**src/hw/lici_pkg.sv**
```systemverilog
// Shared constants and types of the line interrupter control interlock.
// Assumes a 32-bit AXI4-Lite register bus and a byte-addressed map.
package lici_pkg;
  // Register byte offsets.
  localparam logic [7:0] REG_CTRL = 8'h00;
  localparam logic [7:0] REG_ARM_LIMIT = 8'h04;
  localparam logic [7:0] REG_STATUS = 8'h08;
  localparam logic [7:0] REG_IRQ_STATUS = 8'h0c;
  localparam logic [7:0] REG_IRQ_MASK = 8'h10;
  localparam logic [7:0] REG_MODES = 8'h14;
  localparam int AXI_AW = 8;

  // Control register fields and values after reset.
  localparam int CTL_TRIP_ALW = 0;
  localparam int CTL_PNL_OVR = 1;
  localparam int CTL_ETH_SEL = 2;
  localparam int CTL_POL_LSB = 4;
  localparam logic [31:0] CTRL_MASK = 32'h0000_0077;
  localparam logic [31:0] CTRL_RST = 32'h0000_0000;
  localparam logic [31:0] ARM_LIMIT_RST = 32'h0000_0000;

  // Status register fields.
  localparam int STA_SWITCH = 0;
  localparam int STA_SESSION = 1;
  localparam int STA_LEVER = 2;
  localparam int STA_ARMED = 3;
  localparam int STA_BUSY = 4;
  localparam int STA_ETH = 5;

  // Interrupt status and mask bits.
  localparam int IRQ_SREJ = 0;
  localparam int IRQ_PREJ = 1;
  localparam int IRQ_SESS_END = 2;
  localparam int IRQ_LEVER = 3;
  localparam int IRQ_ARM_EXP = 4;
  localparam int IRQ_SWITCH = 5;
  localparam int IRQ_W = 6;
  localparam logic [IRQ_W-1:0] IRQ_RST = 6'h00;

  // Positions in the pin synchroniser vector.
  localparam int SYN_SW = 0;
  localparam int SYN_PC = 1;
  localparam int SYN_LV = 2;

  localparam logic [1:0] RESP_OKAY = 2'h0;
  localparam logic [1:0] RESP_SLVERR = 2'h2;

  typedef enum logic [2:0] {
    MODE_NORMAL = 3'h0,
    MODE_PROT_OFF = 3'h1,
    MODE_NORMAL_SINGLE = 3'h2,
    MODE_FAST_SINGLE = 3'h3,
    MODE_FAST = 3'h4
  } lici_mode_t;

  typedef enum logic [2:0] {
    KIND_TRIP = 3'h0,
    KIND_CLOSE = 3'h1,
    KIND_MODE = 3'h2,
    KIND_ARM_ON = 3'h3,
    KIND_ARM_OFF = 3'h4,
    KIND_DUMMY = 3'h5
  } lici_kind_t;

  typedef enum logic [2:0] {
    RSN_NONE = 3'h0,
    RSN_SWITCH = 3'h1,
    RSN_SESSION = 3'h2,
    RSN_LEVER = 3'h3,
    RSN_BUSY = 3'h4,
    RSN_BAD = 3'h5
  } lici_rsn_t;

  typedef enum logic [1:0] {
    LK_IDLE = 2'b00,
    LK_SEND = 2'b01,
    LK_WAIT = 2'b10
  } lici_link_st_t;

  typedef struct packed {
    lici_kind_t kind;
    logic [1:0] target;
    lici_mode_t mode;
  } lici_cmd_t;
endpackage

```
**src/hw/lici_interlock.sv**
```systemverilog
// Control interlock between supervisory, panel and PC-tool sources and the line interrupters.
// Assumes commands and the interrupter link run on aclk; switch, session and lever are pins.
`timescale 1ns/10ps
module lici_interlock #(
  parameter int NUM_LI = 3,
  parameter bit ETH_SUPPORTED = 1'b0
) (
  input wire logic aclk, // Clock, 25 MHz.
  input wire logic aresetn, // Synchronous reset, active low.
  input wire logic ce, // Clock enable; state holds while low.
  input wire logic [lici_pkg::AXI_AW-1:0] s_axi_awaddr, // Write address.
  input wire logic s_axi_awvalid, // Write address valid.
  output logic s_axi_awready, // Write address ready.
  input wire logic [31:0] s_axi_wdata, // Write data.
  input wire logic [3:0] s_axi_wstrb, // Write byte strobes.
  input wire logic s_axi_wvalid, // Write data valid.
  output logic s_axi_wready, // Write data ready.
  output logic [1:0] s_axi_bresp, // Write response.
  output logic s_axi_bvalid, // Write response valid.
  input wire logic s_axi_bready, // Write response ready.
  input wire logic [lici_pkg::AXI_AW-1:0] s_axi_araddr, // Read address.
  input wire logic s_axi_arvalid, // Read address valid.
  output logic s_axi_arready, // Read address ready.
  output logic [31:0] s_axi_rdata, // Read data.
  output logic [1:0] s_axi_rresp, // Read response.
  output logic s_axi_rvalid, // Read data valid.
  input wire logic s_axi_rready, // Read data ready.
  input wire logic rc_switch_pin, // Remote-control switch, high when on.
  input wire logic pc_session_pin, // Vendor PC tool in session, high.
  input wire logic [NUM_LI-1:0] lever_down_pin, // External levers, high when down.
  input wire lici_pkg::lici_cmd_t scada_cmd, // Supervisory command.
  input wire logic scada_valid, // Supervisory command valid.
  output logic scada_ready, // Supervisory command taken.
  output logic scada_ack, // Supervisory command accepted, pulse.
  output logic scada_rej, // Supervisory command rejected, pulse.
  output lici_pkg::lici_rsn_t scada_rsn, // Reason of the last rejection.
  input wire lici_pkg::lici_cmd_t panel_cmd, // Panel command.
  input wire logic panel_valid, // Panel command valid.
  output logic panel_ready, // Panel command taken.
  output logic panel_ack, // Panel command accepted, pulse.
  output logic panel_rej, // Panel command rejected, pulse.
  output lici_pkg::lici_rsn_t panel_rsn, // Reason of the last rejection.
  output lici_pkg::lici_cmd_t li_cmd, // Command to the interrupters.
  output logic li_valid, // Command to the interrupters valid.
  input wire logic li_ready, // Interrupter link took the command.
  input wire logic li_done, // Interrupter link finished the command.
  output logic [3*NUM_LI-1:0] li_mode, // Tracked protection mode per interrupter.
  output logic armed, // Forced protection arming active.
  output logic ev_fetch_en, // Event retrieval allowed.
  output logic ev_collect_all, // Collect all new events, pulse.
  output logic not_in_session, // Interrupters not in session with the unit.
  output logic serial_en, // Serial radio interface enabled.
  output logic eth_en, // Ethernet radio interface enabled.
  output logic irq // Level interrupt.
);
  import lici_pkg::*;

  localparam int SW = NUM_LI + 2;

  typedef struct packed {
    logic [SW-1:0] s1;
    logic [SW-1:0] s2;
    logic [SW-1:0] s3;
    logic [SW-1:0] f;
    lici_mode_t [NUM_LI-1:0] mode;
    lici_mode_t [NUM_LI-1:0] saved;
    lici_link_st_t lk;
    lici_cmd_t out;
    logic armed;
    logic [31:0] atmr;
    logic [31:0] ctrl;
    logic [31:0] alim;
    logic [IRQ_W-1:0] ist;
    logic [IRQ_W-1:0] imsk;
    logic s_ack;
    logic s_rej;
    lici_rsn_t s_rsn;
    logic p_ack;
    logic p_rej;
    lici_rsn_t p_rsn;
    logic collect;
    logic aw_h;
    logic w_h;
    logic [AXI_AW-1:0] awa;
    logic [31:0] wd;
    logic [3:0] ws;
    logic bv;
    logic [1:0] br;
    logic rv;
    logic [31:0] rd;
    logic [1:0] rr;
  } lici_st_t;

  lici_st_t q;
  lici_st_t d;

  // Byte-lane merge of a register write.
  function automatic logic [31:0] lici_merge(logic [31:0] old, logic [31:0] wd, logic [3:0] ws);
    logic [31:0] r;
    r = old;
    for (int b = 0; b < 4; b++) begin
      if (ws[b]) begin
        r[8*b +: 8] = wd[8*b +: 8];
      end
    end
    return r;
  endfunction

  // Gating of one source's command, before the busy check.
  function automatic lici_rsn_t lici_gate(lici_cmd_t c, logic from_scada, logic sw, logic sess,
                                          logic lev, logic trip_alw, logic pnl_ovr);
    lici_rsn_t r;
    r = RSN_NONE;
    if (from_scada && c.kind == KIND_DUMMY) begin
      r = RSN_NONE;
    end else if (32'(c.target) >= NUM_LI || c.kind > KIND_DUMMY || c.mode > MODE_FAST) begin
      r = RSN_BAD;
    end else if (sess) begin
      r = RSN_SESSION;
    end else if (lev) begin
      r = RSN_LEVER;
    end else if (from_scada) begin
      if (!sw && !(trip_alw && c.kind == KIND_TRIP)) begin
        r = RSN_SWITCH;
      end
    end else if (c.kind > KIND_MODE) begin
      r = RSN_BAD;
    end else if (sw && !pnl_ovr) begin
      r = RSN_SWITCH;
    end
    return r;
  endfunction

  logic sw;
  logic sess;
  logic lev_any;
  logic busy;
  assign sw = q.f[SYN_SW];
  assign sess = q.f[SYN_PC];
  assign lev_any = |q.f[SYN_LV +: NUM_LI];
  assign busy = q.lk != LK_IDLE;

  // Next-state logic of the whole block.
  always_comb begin
    logic [IRQ_W-1:0] ev;
    logic [SW-1:0] nf;
    logic grabbed;
    logic aw_ok;
    logic w_ok;
    lici_rsn_t rs;
    lici_rsn_t rp;
    ev = '0;
    nf = q.f;
    grabbed = 1'b0;
    aw_ok = 1'b0;
    w_ok = 1'b0;
    rs = RSN_NONE;
    rp = RSN_NONE;
    d = q;
    d.s_ack = 1'b0;
    d.s_rej = 1'b0;
    d.p_ack = 1'b0;
    d.p_rej = 1'b0;
    d.collect = 1'b0;

    // Pins pass three flops; a change counts once the last two agree.
    d.s1 = {lever_down_pin, pc_session_pin, rc_switch_pin};
    d.s2 = q.s1;
    d.s3 = q.s2;
    for (int i = 0; i < SW; i++) begin
      if (q.s2[i] == q.s3[i]) begin
        nf[i] = q.s3[i];
      end
    end
    d.f = nf;
    if (nf[SYN_SW] != q.f[SYN_SW]) begin
      ev[IRQ_SWITCH] = 1'b1;
    end
    if (!nf[SYN_PC] && q.f[SYN_PC]) begin
      d.collect = 1'b1;
      ev[IRQ_SESS_END] = 1'b1;
    end

    // Interrupter link handshake.
    unique case (q.lk)
      LK_IDLE: begin
        d.lk = LK_IDLE;
      end
      LK_SEND: begin
        if (li_ready && !sess) begin
          d.lk = LK_WAIT;
        end
      end
      LK_WAIT: begin
        if (li_done) begin
          d.lk = LK_IDLE;
        end
      end
      default: begin
        d.lk = LK_IDLE;
      end
    endcase

    // Supervisory source is served first when both arrive together.
    rs = lici_gate(scada_cmd, 1'b1, sw, sess, lev_any, q.ctrl[CTL_TRIP_ALW], q.ctrl[CTL_PNL_OVR]);
    rp = lici_gate(panel_cmd, 1'b0, sw, sess, lev_any, q.ctrl[CTL_TRIP_ALW], q.ctrl[CTL_PNL_OVR]);
    if (scada_valid) begin
      if (rs != RSN_NONE) begin
        d.s_rej = 1'b1;
        d.s_rsn = rs;
      end else if (scada_cmd.kind == KIND_DUMMY && (busy || sess)) begin
        d.s_ack = 1'b1;
      end else if (busy) begin
        d.s_rej = 1'b1;
        d.s_rsn = RSN_BUSY;
      end else begin
        d.s_ack = 1'b1;
        grabbed = 1'b1;
        d.out = scada_cmd;
      end
    end
    if (panel_valid) begin
      if (rp != RSN_NONE) begin
        d.p_rej = 1'b1;
        d.p_rsn = rp;
      end else if (busy || grabbed) begin
        d.p_rej = 1'b1;
        d.p_rsn = RSN_BUSY;
      end else begin
        d.p_ack = 1'b1;
        grabbed = 1'b1;
        d.out = panel_cmd;
      end
    end
    ev[IRQ_SREJ] = d.s_rej;
    ev[IRQ_PREJ] = d.p_rej;

    // Effects of a forwarded command on tracked mode and arming.
    if (grabbed) begin
      d.lk = LK_SEND;
      if (d.out.kind == KIND_MODE) begin
        d.mode[d.out.target] = d.out.mode;
      end
      if (d.out.kind == KIND_ARM_ON) begin
        d.armed = 1'b1;
        d.atmr = '0;
      end
      if (d.out.kind == KIND_ARM_OFF) begin
        d.armed = 1'b0;
      end
    end else if (q.armed && q.alim != '0) begin
      if (q.atmr >= q.alim - 32'h1) begin
        d.armed = 1'b0;
        ev[IRQ_ARM_EXP] = 1'b1;
      end else begin
        d.atmr = q.atmr + 32'h1;
      end
    end

    // Lever edges force the policy mode and later restore the previous one.
    for (int i = 0; i < NUM_LI; i++) begin
      if (nf[SYN_LV+i] && !q.f[SYN_LV+i]) begin
        d.saved[i] = d.mode[i];
        d.mode[i] = lici_mode_t'(q.ctrl[CTL_POL_LSB +: 3]);
        ev[IRQ_LEVER] = 1'b1;
      end else if (!nf[SYN_LV+i] && q.f[SYN_LV+i]) begin
        d.mode[i] = q.saved[i];
        ev[IRQ_LEVER] = 1'b1;
      end
    end

    // Register writes: address and data may come in either order.
    if (s_axi_awvalid && s_axi_awready) begin
      d.aw_h = 1'b1;
      d.awa = s_axi_awaddr;
    end
    if (s_axi_wvalid && s_axi_wready) begin
      d.w_h = 1'b1;
      d.wd = s_axi_wdata;
      d.ws = s_axi_wstrb;
    end
    aw_ok = d.aw_h;
    w_ok = d.w_h;
    if (aw_ok && w_ok) begin
      d.aw_h = 1'b0;
      d.w_h = 1'b0;
      d.bv = 1'b1;
      d.br = RESP_OKAY;
      unique case (d.awa)
        REG_CTRL: d.ctrl = lici_merge(q.ctrl, d.wd, d.ws) & CTRL_MASK;
        REG_ARM_LIMIT: d.alim = lici_merge(q.alim, d.wd, d.ws);
        REG_IRQ_STATUS: begin
          if (d.ws[0]) begin
            d.ist = q.ist & ~d.wd[IRQ_W-1:0];
          end
        end
        REG_IRQ_MASK: begin
          if (d.ws[0]) begin
            d.imsk = d.wd[IRQ_W-1:0];
          end
        end
        REG_STATUS, REG_MODES: d.br = RESP_OKAY; // Read-only registers ignore writes.
        default: d.br = RESP_SLVERR;
      endcase
    end
    if (q.bv && s_axi_bready) begin
      d.bv = 1'b0;
    end
    // A new event wins over a clear in the same cycle.
    d.ist = d.ist | ev;

    // Register reads.
    if (q.rv && s_axi_rready) begin
      d.rv = 1'b0;
    end
    if (s_axi_arvalid && s_axi_arready) begin
      d.rv = 1'b1;
      d.rr = RESP_OKAY;
      d.rd = '0;
      unique case (s_axi_araddr)
        REG_CTRL: d.rd = q.ctrl;
        REG_ARM_LIMIT: d.rd = q.alim;
        REG_STATUS: begin
          d.rd[STA_SWITCH] = sw;
          d.rd[STA_SESSION] = sess;
          d.rd[STA_LEVER] = lev_any;
          d.rd[STA_ARMED] = q.armed;
          d.rd[STA_BUSY] = busy;
          d.rd[STA_ETH] = eth_en;
        end
        REG_IRQ_STATUS: d.rd[IRQ_W-1:0] = q.ist;
        REG_IRQ_MASK: d.rd[IRQ_W-1:0] = q.imsk;
        REG_MODES: d.rd[3*NUM_LI-1:0] = q.mode;
        default: d.rr = RESP_SLVERR;
      endcase
    end
  end

  // State register; the enable freezes everything, reset does not wait for it.
  always_ff @(posedge aclk) begin
    if (!aresetn) begin
      q <= '0;
      q.ctrl <= CTRL_RST;
      q.alim <= ARM_LIMIT_RST;
      q.ist <= IRQ_RST;
      q.imsk <= IRQ_RST;
      q.lk <= LK_IDLE;
    end else if (ce) begin
      q <= d;
    end
  end

  // Handshakes; the bus stalls while a response waits so only one of each is in flight.
  assign s_axi_awready = ce && !q.aw_h && !q.bv;
  assign s_axi_wready = ce && !q.w_h && !q.bv;
  assign s_axi_bvalid = q.bv;
  assign s_axi_bresp = q.br;
  assign s_axi_arready = ce && !q.rv;
  assign s_axi_rvalid = q.rv;
  assign s_axi_rdata = q.rd;
  assign s_axi_rresp = q.rr;
  assign scada_ready = ce;
  assign panel_ready = ce;
  assign scada_ack = q.s_ack;
  assign scada_rej = q.s_rej;
  assign scada_rsn = q.s_rsn;
  assign panel_ack = q.p_ack;
  assign panel_rej = q.p_rej;
  assign panel_rsn = q.p_rsn;

  // A session holds back the pending command rather than dropping it.
  assign li_valid = q.lk == LK_SEND && !sess;
  assign li_cmd = q.out;
  assign li_mode = q.mode;
  assign armed = q.armed;
  assign ev_fetch_en = !sess;
  assign ev_collect_all = q.collect;
  assign not_in_session = sess;

  // Ethernet can only be chosen when supported, and never together with serial.
  assign eth_en = ETH_SUPPORTED && q.ctrl[CTL_ETH_SEL];
  assign serial_en = !eth_en;
  assign irq = |(q.ist & q.imsk);
endmodule

```
**config.mk**
```make
export PLATFORM = sky130hd
export DESIGN_NAME = lici_interlock
export DESIGN_NICKNAME = d
export VERILOG_FILES = /design/src/hw/lici_pkg.sv /design/src/hw/lici_interlock.sv
export SDC_FILE = /design/constraint.sdc
export NUM_CORES = 1
export LEC_CHECK = 0
export BUFFER_PORTS_ARGS = -buffer_cell sky130_fd_sc_hd__buf_2
export CAP_MARGIN = 20
export CORE_MARGIN = 3
export CORE_UTILIZATION = 30
export CTS_CLUSTER_SIZE = 20
export DETAILED_ROUTE_END_ITERATION = 10
export HOLD_SLACK_MARGIN = 0.03
export SLEW_MARGIN = 5
export SYNTH_ARGS = -nofsm -noshare
export SYNTH_HDL_FRONTEND = slang
export SYNTH_SLANG_ARGS = --single-unit
```
**constraint.sdc**
```tcl
create_clock -name aclk -period 5.4 [get_ports aclk]
set_clock_uncertainty 0.2 [all_clocks]
set_input_delay 0.81 -clock aclk [delete_from_list [all_inputs] [get_ports aclk]]
set_output_delay 0.81 -clock aclk [all_outputs]
set_load 0.02 [all_outputs]
```
### Yosys cells after proc, flatten, opt, wreduce, memory -nomap -nowiden

Index checks and enable logic that the tools add are counted.

| storage, ports and cells | value |
|---|---|
| flip-flop bits (word level) | 226 |
| output and inout bits | 78 |
| input port bits | 85 |

| cells by class | value |
|---|---|
| order comparisons | 10 |
| eq/ne operators | 28 |
| add/sub/neg operators | 2 |
| reductions and logical operators | 82 |
| muxes and demuxes | 91 |
| bitwise logic cells | 4 |

Operators with widths:

| kind | number |
|---|---|
| $mux W33 | 3 |
| $mux W8 | 8 |
| $mux W3 | 14 |
| $mux W36 | 1 |
| $pmux W6 S6 | 1 |
| $reduce_and A4 Y1 | 9 |
| $mux W1 | 35 |
| $mux W35 | 1 |
| $add A32 B1 Y32 const B | 1 |
| $eq A8 B4 Y1 const B | 4 |
| $eq A8 B5 Y1 const B | 4 |
| $ge A32 B32 Y1 | 1 |
| $mux W32 | 1 |
| $reduce_bool A32 Y1 | 1 |
| $sub A32 B1 Y32 const B | 1 |
| $logic_and A1 B1 Y1 | 26 |
| $mux W6 | 4 |
| $mux W23 | 1 |
| $mux W4 | 5 |
| $mux W9 | 2 |
| $reduce_or A6 Y1 | 3 |
| $eq A8 B3 Y1 const B | 2 |
| $logic_not A8 Y1 | 2 |
| $mux W2 | 8 |
| other kinds (32) | 79 |

### Depth between registers and ports, before layout

| depth | value |
|---|---|
| depth in word-level cells | 25 |
| gate-level depth with buffers | 20 |

### Worst setup path after synthesis

No wires, ideal clock.

| path | value |
|---|---|
| kind | register -> register |
| from | register q[119] (netlist name) |
| to | register q[200] (netlist name) |
| slack | 0.817 ns |
| required time | 5.129 ns |
| arrival | 4.313 ns |
| setup time | 0.071 ns |
| stages on the path, launching flop included | 18 |
| period minus slack after synthesis | 4.583 ns |
| cells stage by stage | dfxtp_1 clkbuf_1 or4_1 or3_1 nor4_1 nand2_1 nor3_1 xnor2_1 ha_1 a211oi_1 o211ai_1 a21oi_1 o311ai_0 a221oi_4 a21oi_4 buf_6 or4_1 a21oi_1 |

| between the ends | value |
|---|---|
| word-level cells in the longest chain between the ends | 4 |
| elaborated cells on any way between the ends | 7 |
| those cells by class | add/sub: 1; order compare: 1; eq/ne: 1; reduce/logical: 4 |

RTL lines:

| what | line | text |
|---|---|---|
| start, declared | lici_interlock.sv:94 | `lici_st_t q;` |
| $sub A32 B1 Y32 / $reduce_bool A32 Y1 (equally long branches) | lici_interlock.sv:252, lici_interlock.sv:251 |  |
| $ge A32 B32 Y1 / $logic_and A1 B1 Y1 (equally long branches) | lici_interlock.sv:252, lici_interlock.sv:251 |  |
| $ne A2 B2 Y1 (no line) / $reduce_bool A2 Y1 (equally long branches) | - |  |
| $reduce_and A4 Y1 (no line) (*) | - |  |

Mark *: on every way between the ends. The rest lies on a longest branch, timed or not.
A chain may end at the register's enable or synchronous reset.

### Final worst setup path

| path | value |
|---|---|
| from | register q[119] (netlist name) |
| to | register q[187] (netlist name) |

The elaborated chain is that of the path after synthesis.

==> results.json <==
{
  "status": "finished, final reports clean",
  "fp.dieH_um": 203,
  "grt_max_degree": 121,
  "final_cells": 1913,
  "grt_pass1_wl_um": 52100,
  "maxCapViolations": 0,
  "fmax_mhz": 208,
  "power.switching_mw": 0.916,
  "comb_power_share_pct": 7.9,
  "overflow": 0,
  "dp_hpwl_um": 24400,
  "die_w_um": 203,
  "cts.repair.resized": 0,
  "power_mw": 3.76,
  "synth_common_cells": "224 x dfxtp_1, 143 x nand2_1, 91 x nor2b_1",
  "p_per_area_nw_per_um2": 282,
  "port-buffer-count": 158,
  "path_buf_inv": 1,
  "slowest_delay_ns": 0.67,
  "path_cells": "or4_1 -> or3_1 -> nor4_2 -> nand2_1 -> nor2_1 -> nand2_1 -> xor2_1 -> ha_1 -> nand4_1 -> or3_1 -> o311ai_0 -> a221oi_4 -> a21oi_4 -> buf_4 -> o21ai_0 -> a21oi_1",
  "setup_viol": 0,
  "crit_family": "simple AND/OR/NAND/NOR gates",
  "synthCells": 1313,
  "seqPwrFrac_pct": 45.4,
  "cpMaxStageDelayCell": "o311ai_0",
  "core_um2": 38000,
  "worstSetupStartpointType": "register",
  "post-route-period-util_pct": 89.1,
  "p_int_mw": 2.85,
  "vias": 9747,
  "ys.flop_type": "dfxtp_1",
  "synth_top_area_share_pct": 38.4,
  "swShare_pct": 24.3,
  "ir_worst_vdd_mv": 0.197,
  "drc": 0,
  "p_clk_share_pct": 46.7,
  "rsz0062_at_grt": "no",
  "antenna_left": 0,
  "dieArea_um2": 41300,
  "yosysTopAreaCell": "dfxtp_1",
  "syn_to_final_growth_pct": 14.5,
  "seq_area_frac_synth_pct": 38.4,
  "cts_hold_buffers": 0,
  "synth.most_common_cell": "dfxtp_1",
  "async_reset_ff_share_pct": 0,
  "io_pins": 163,
  "synth_area_um2": 11700,
  "numClockSinks": 224,
  "endpoint_kind": "register",
  "post-cts-setup-buffer-count": 0,
  "crit_arrival_ns": 5.08,
  "cts.clk_slew.worst_paths_ns": 0.06,
  "hold_violations": 0,
  "track_usage_pct": 15.5,
  "clkLatencyLatePin_ns": 0.54,
  "cts_tree": "yes",
  "start_util_pct": 30.7,
  "routed_wl_um": 33400,
  "post_drt_wl_per_cell_um": 17.5,
  "hold_path_class": "reg -> reg",
  "numCtsBuffers": 26,
  "fin_setup_tns_ns": 0,
  "finalCriticalPeriod_ns": 4.81,
  "place_inst": 1866,
  "p_leak_nw": 5.85,
  "grt_antenna_before_repair": 0,
  "dr.pass1.iters": 5,
  "syn_area_per_cell_um2": 8.89,
  "htree_levels": 1,
  "drt_iter0_markers": 652,
  "row_count": 71,
  "grt_pass1_vias": 9139,
  "gp_congestion": 0.846,
  "num_antenna_cells": 0,
  "crit_type": "reg -> reg",
  "layout-drive-gt1-share_pct": 17.6,
  "nNetsFinal": 1505,
  "finalMaxSlewViolations": 0,
  "clockBufferDepth": 3,
  "fin_util_pct": 35.1,
  "yosys-top-cells-area": "dfxtp_1 38%, mux2i_1 7.2%, nor2b_1 4.9%, nand2_1 4.6%, o211a_1 4.3%",
  "synth_edf_count": 0,
  "path_max_fanout": 35,
  "worst_slew_margin_rel_pct": 27.3,
  "worst_pin_slew_ns": 1.09,
  "ys_ff_latch": 224,
  "viasPerCell": 5.10,
  "ys_types": 76,
  "root_buffer": "clkbuf_16",
  "cp_data_required_time_ns": 5.67,
  "ys_warn_count": 0
}
==> worst min-delay path, stage by stage (launching register included) <==
cell and delay [ns]:
dfxtp_1 0.31, inv_1 0.05, a21oi_1 0.05
==> cells in the final DEF (no fill, tap or decap), drive strengths merged, types with 4 or more instances in the layout <==
master  count
nor3       29
clkinv      9
or4        15
nand4      18
mux2        4
o21a        5
xnor2      19
and4        4
nand2b      7
nor2       51
o31ai      11
o211ai     10
nand2     143
buf       173
or2         4
a21boi     27
and2       18
inv        22
a21oi      65
conb        4
o21ai      72
o22ai       6
ha         36
nor3b       6
a22o        4
clkbuf     34
dfxtp     224
mux2i      84
nor4       12
nor2b      91
or3        24
nand3      25
xor2       15
a22oi      35
and3        7
o211a      50
==> logic make-up after synthesis <==
kind of cell / synth area share (%)
other cells: 0.0644
xor+xnor: 2.55
fa+ha+maj: 3.95
buf+inv: 7.29
simple gates: 21.5
compound gates: 18.7
flops: 38.4
mux: 7.59
==> power groups by stage <==
stage	logic, mW	clock network, mW	registers, mW
4_1_cts	0.297	1.81	1.71
5_1_grt	0.324	1.88	1.71
6_report	0.297	1.76	1.71
2_1_floorplan	0.199	0	1.74
3_3_place_gp	0.292	0	1.74
3_5_place_dp	0.295	0	1.74
==> per-stage QoR <==
stage / area [um^2] / hold slack, ns / setup slack (ns)
floorplan: 11700 / 0.222 / 0.817
global placement: 12500 / 0.232 / 0.460
detailed placement: 12500 / 0.235 / 0.332
CTS: 13300 / 0.244 / 0.271
global route: 13400 / 0.285 / 0.0664
finish: 13400 / 0.242 / 0.586
==> sequential cells by signal, summed over array words and instances (netlist names) <==
register	count
q	148
s_axi_rdata	32
armed	1
not_in_session	1
d	10
ev_collect_all	1
s_axi_rresp	1
panel_ack	1
s_axi_bresp	1
s_axi_rvalid	1
scada_ack	1
scada_rsn	3
scada_rej	1
panel_rsn	3
panel_rej	1
s_axi_bvalid	1
li_cmd	8
li_mode	9
==> worst paths after layout <==
| path | start | slack [ns] | depth (start not counted) | to |
|---|---|---|---|---|
| setup / recovery | q[119]$_SDFFE_PN0P_ | 0.59 | 16 | q[187]$_SDFFE_PN0P_ |
| hold / removal | scada_rsn[2]$_SDFFE_PN0P_ | 0.24 | 2 | scada_rsn[2]$_SDFFE_PN0P_ |
| hold reg to reg | scada_rsn[2]$_SDFFE_PN0P_ | 0.24 | 2 | scada_rsn[2]$_SDFFE_PN0P_ |
| setup reg to reg | q[119]$_SDFFE_PN0P_ | 0.59 | 16 | q[187]$_SDFFE_PN0P_ |
==> final cells by class <==
class	count	area, um^2
Clock buffer	34	732
Clock inverter	12	116
Fill cell	3971	24700
Inverter	22	82.6
Multi-Input combinational cell	937	6370
Sequential cell	224	4480
Tap cell	511	639
Timing Repair Buffer	173	926
==> metal layers <==
metal	vias up	GRT usage [%]	part of all wire, %
met3	46	2.98	5.8
met5	-	0	0
met1	4615	21.3	45
li1	4792	-	-
met4	0	3.91	2.5
met2	294	25.2	46
No activity file was read; power rests on OpenSTA's default activity.
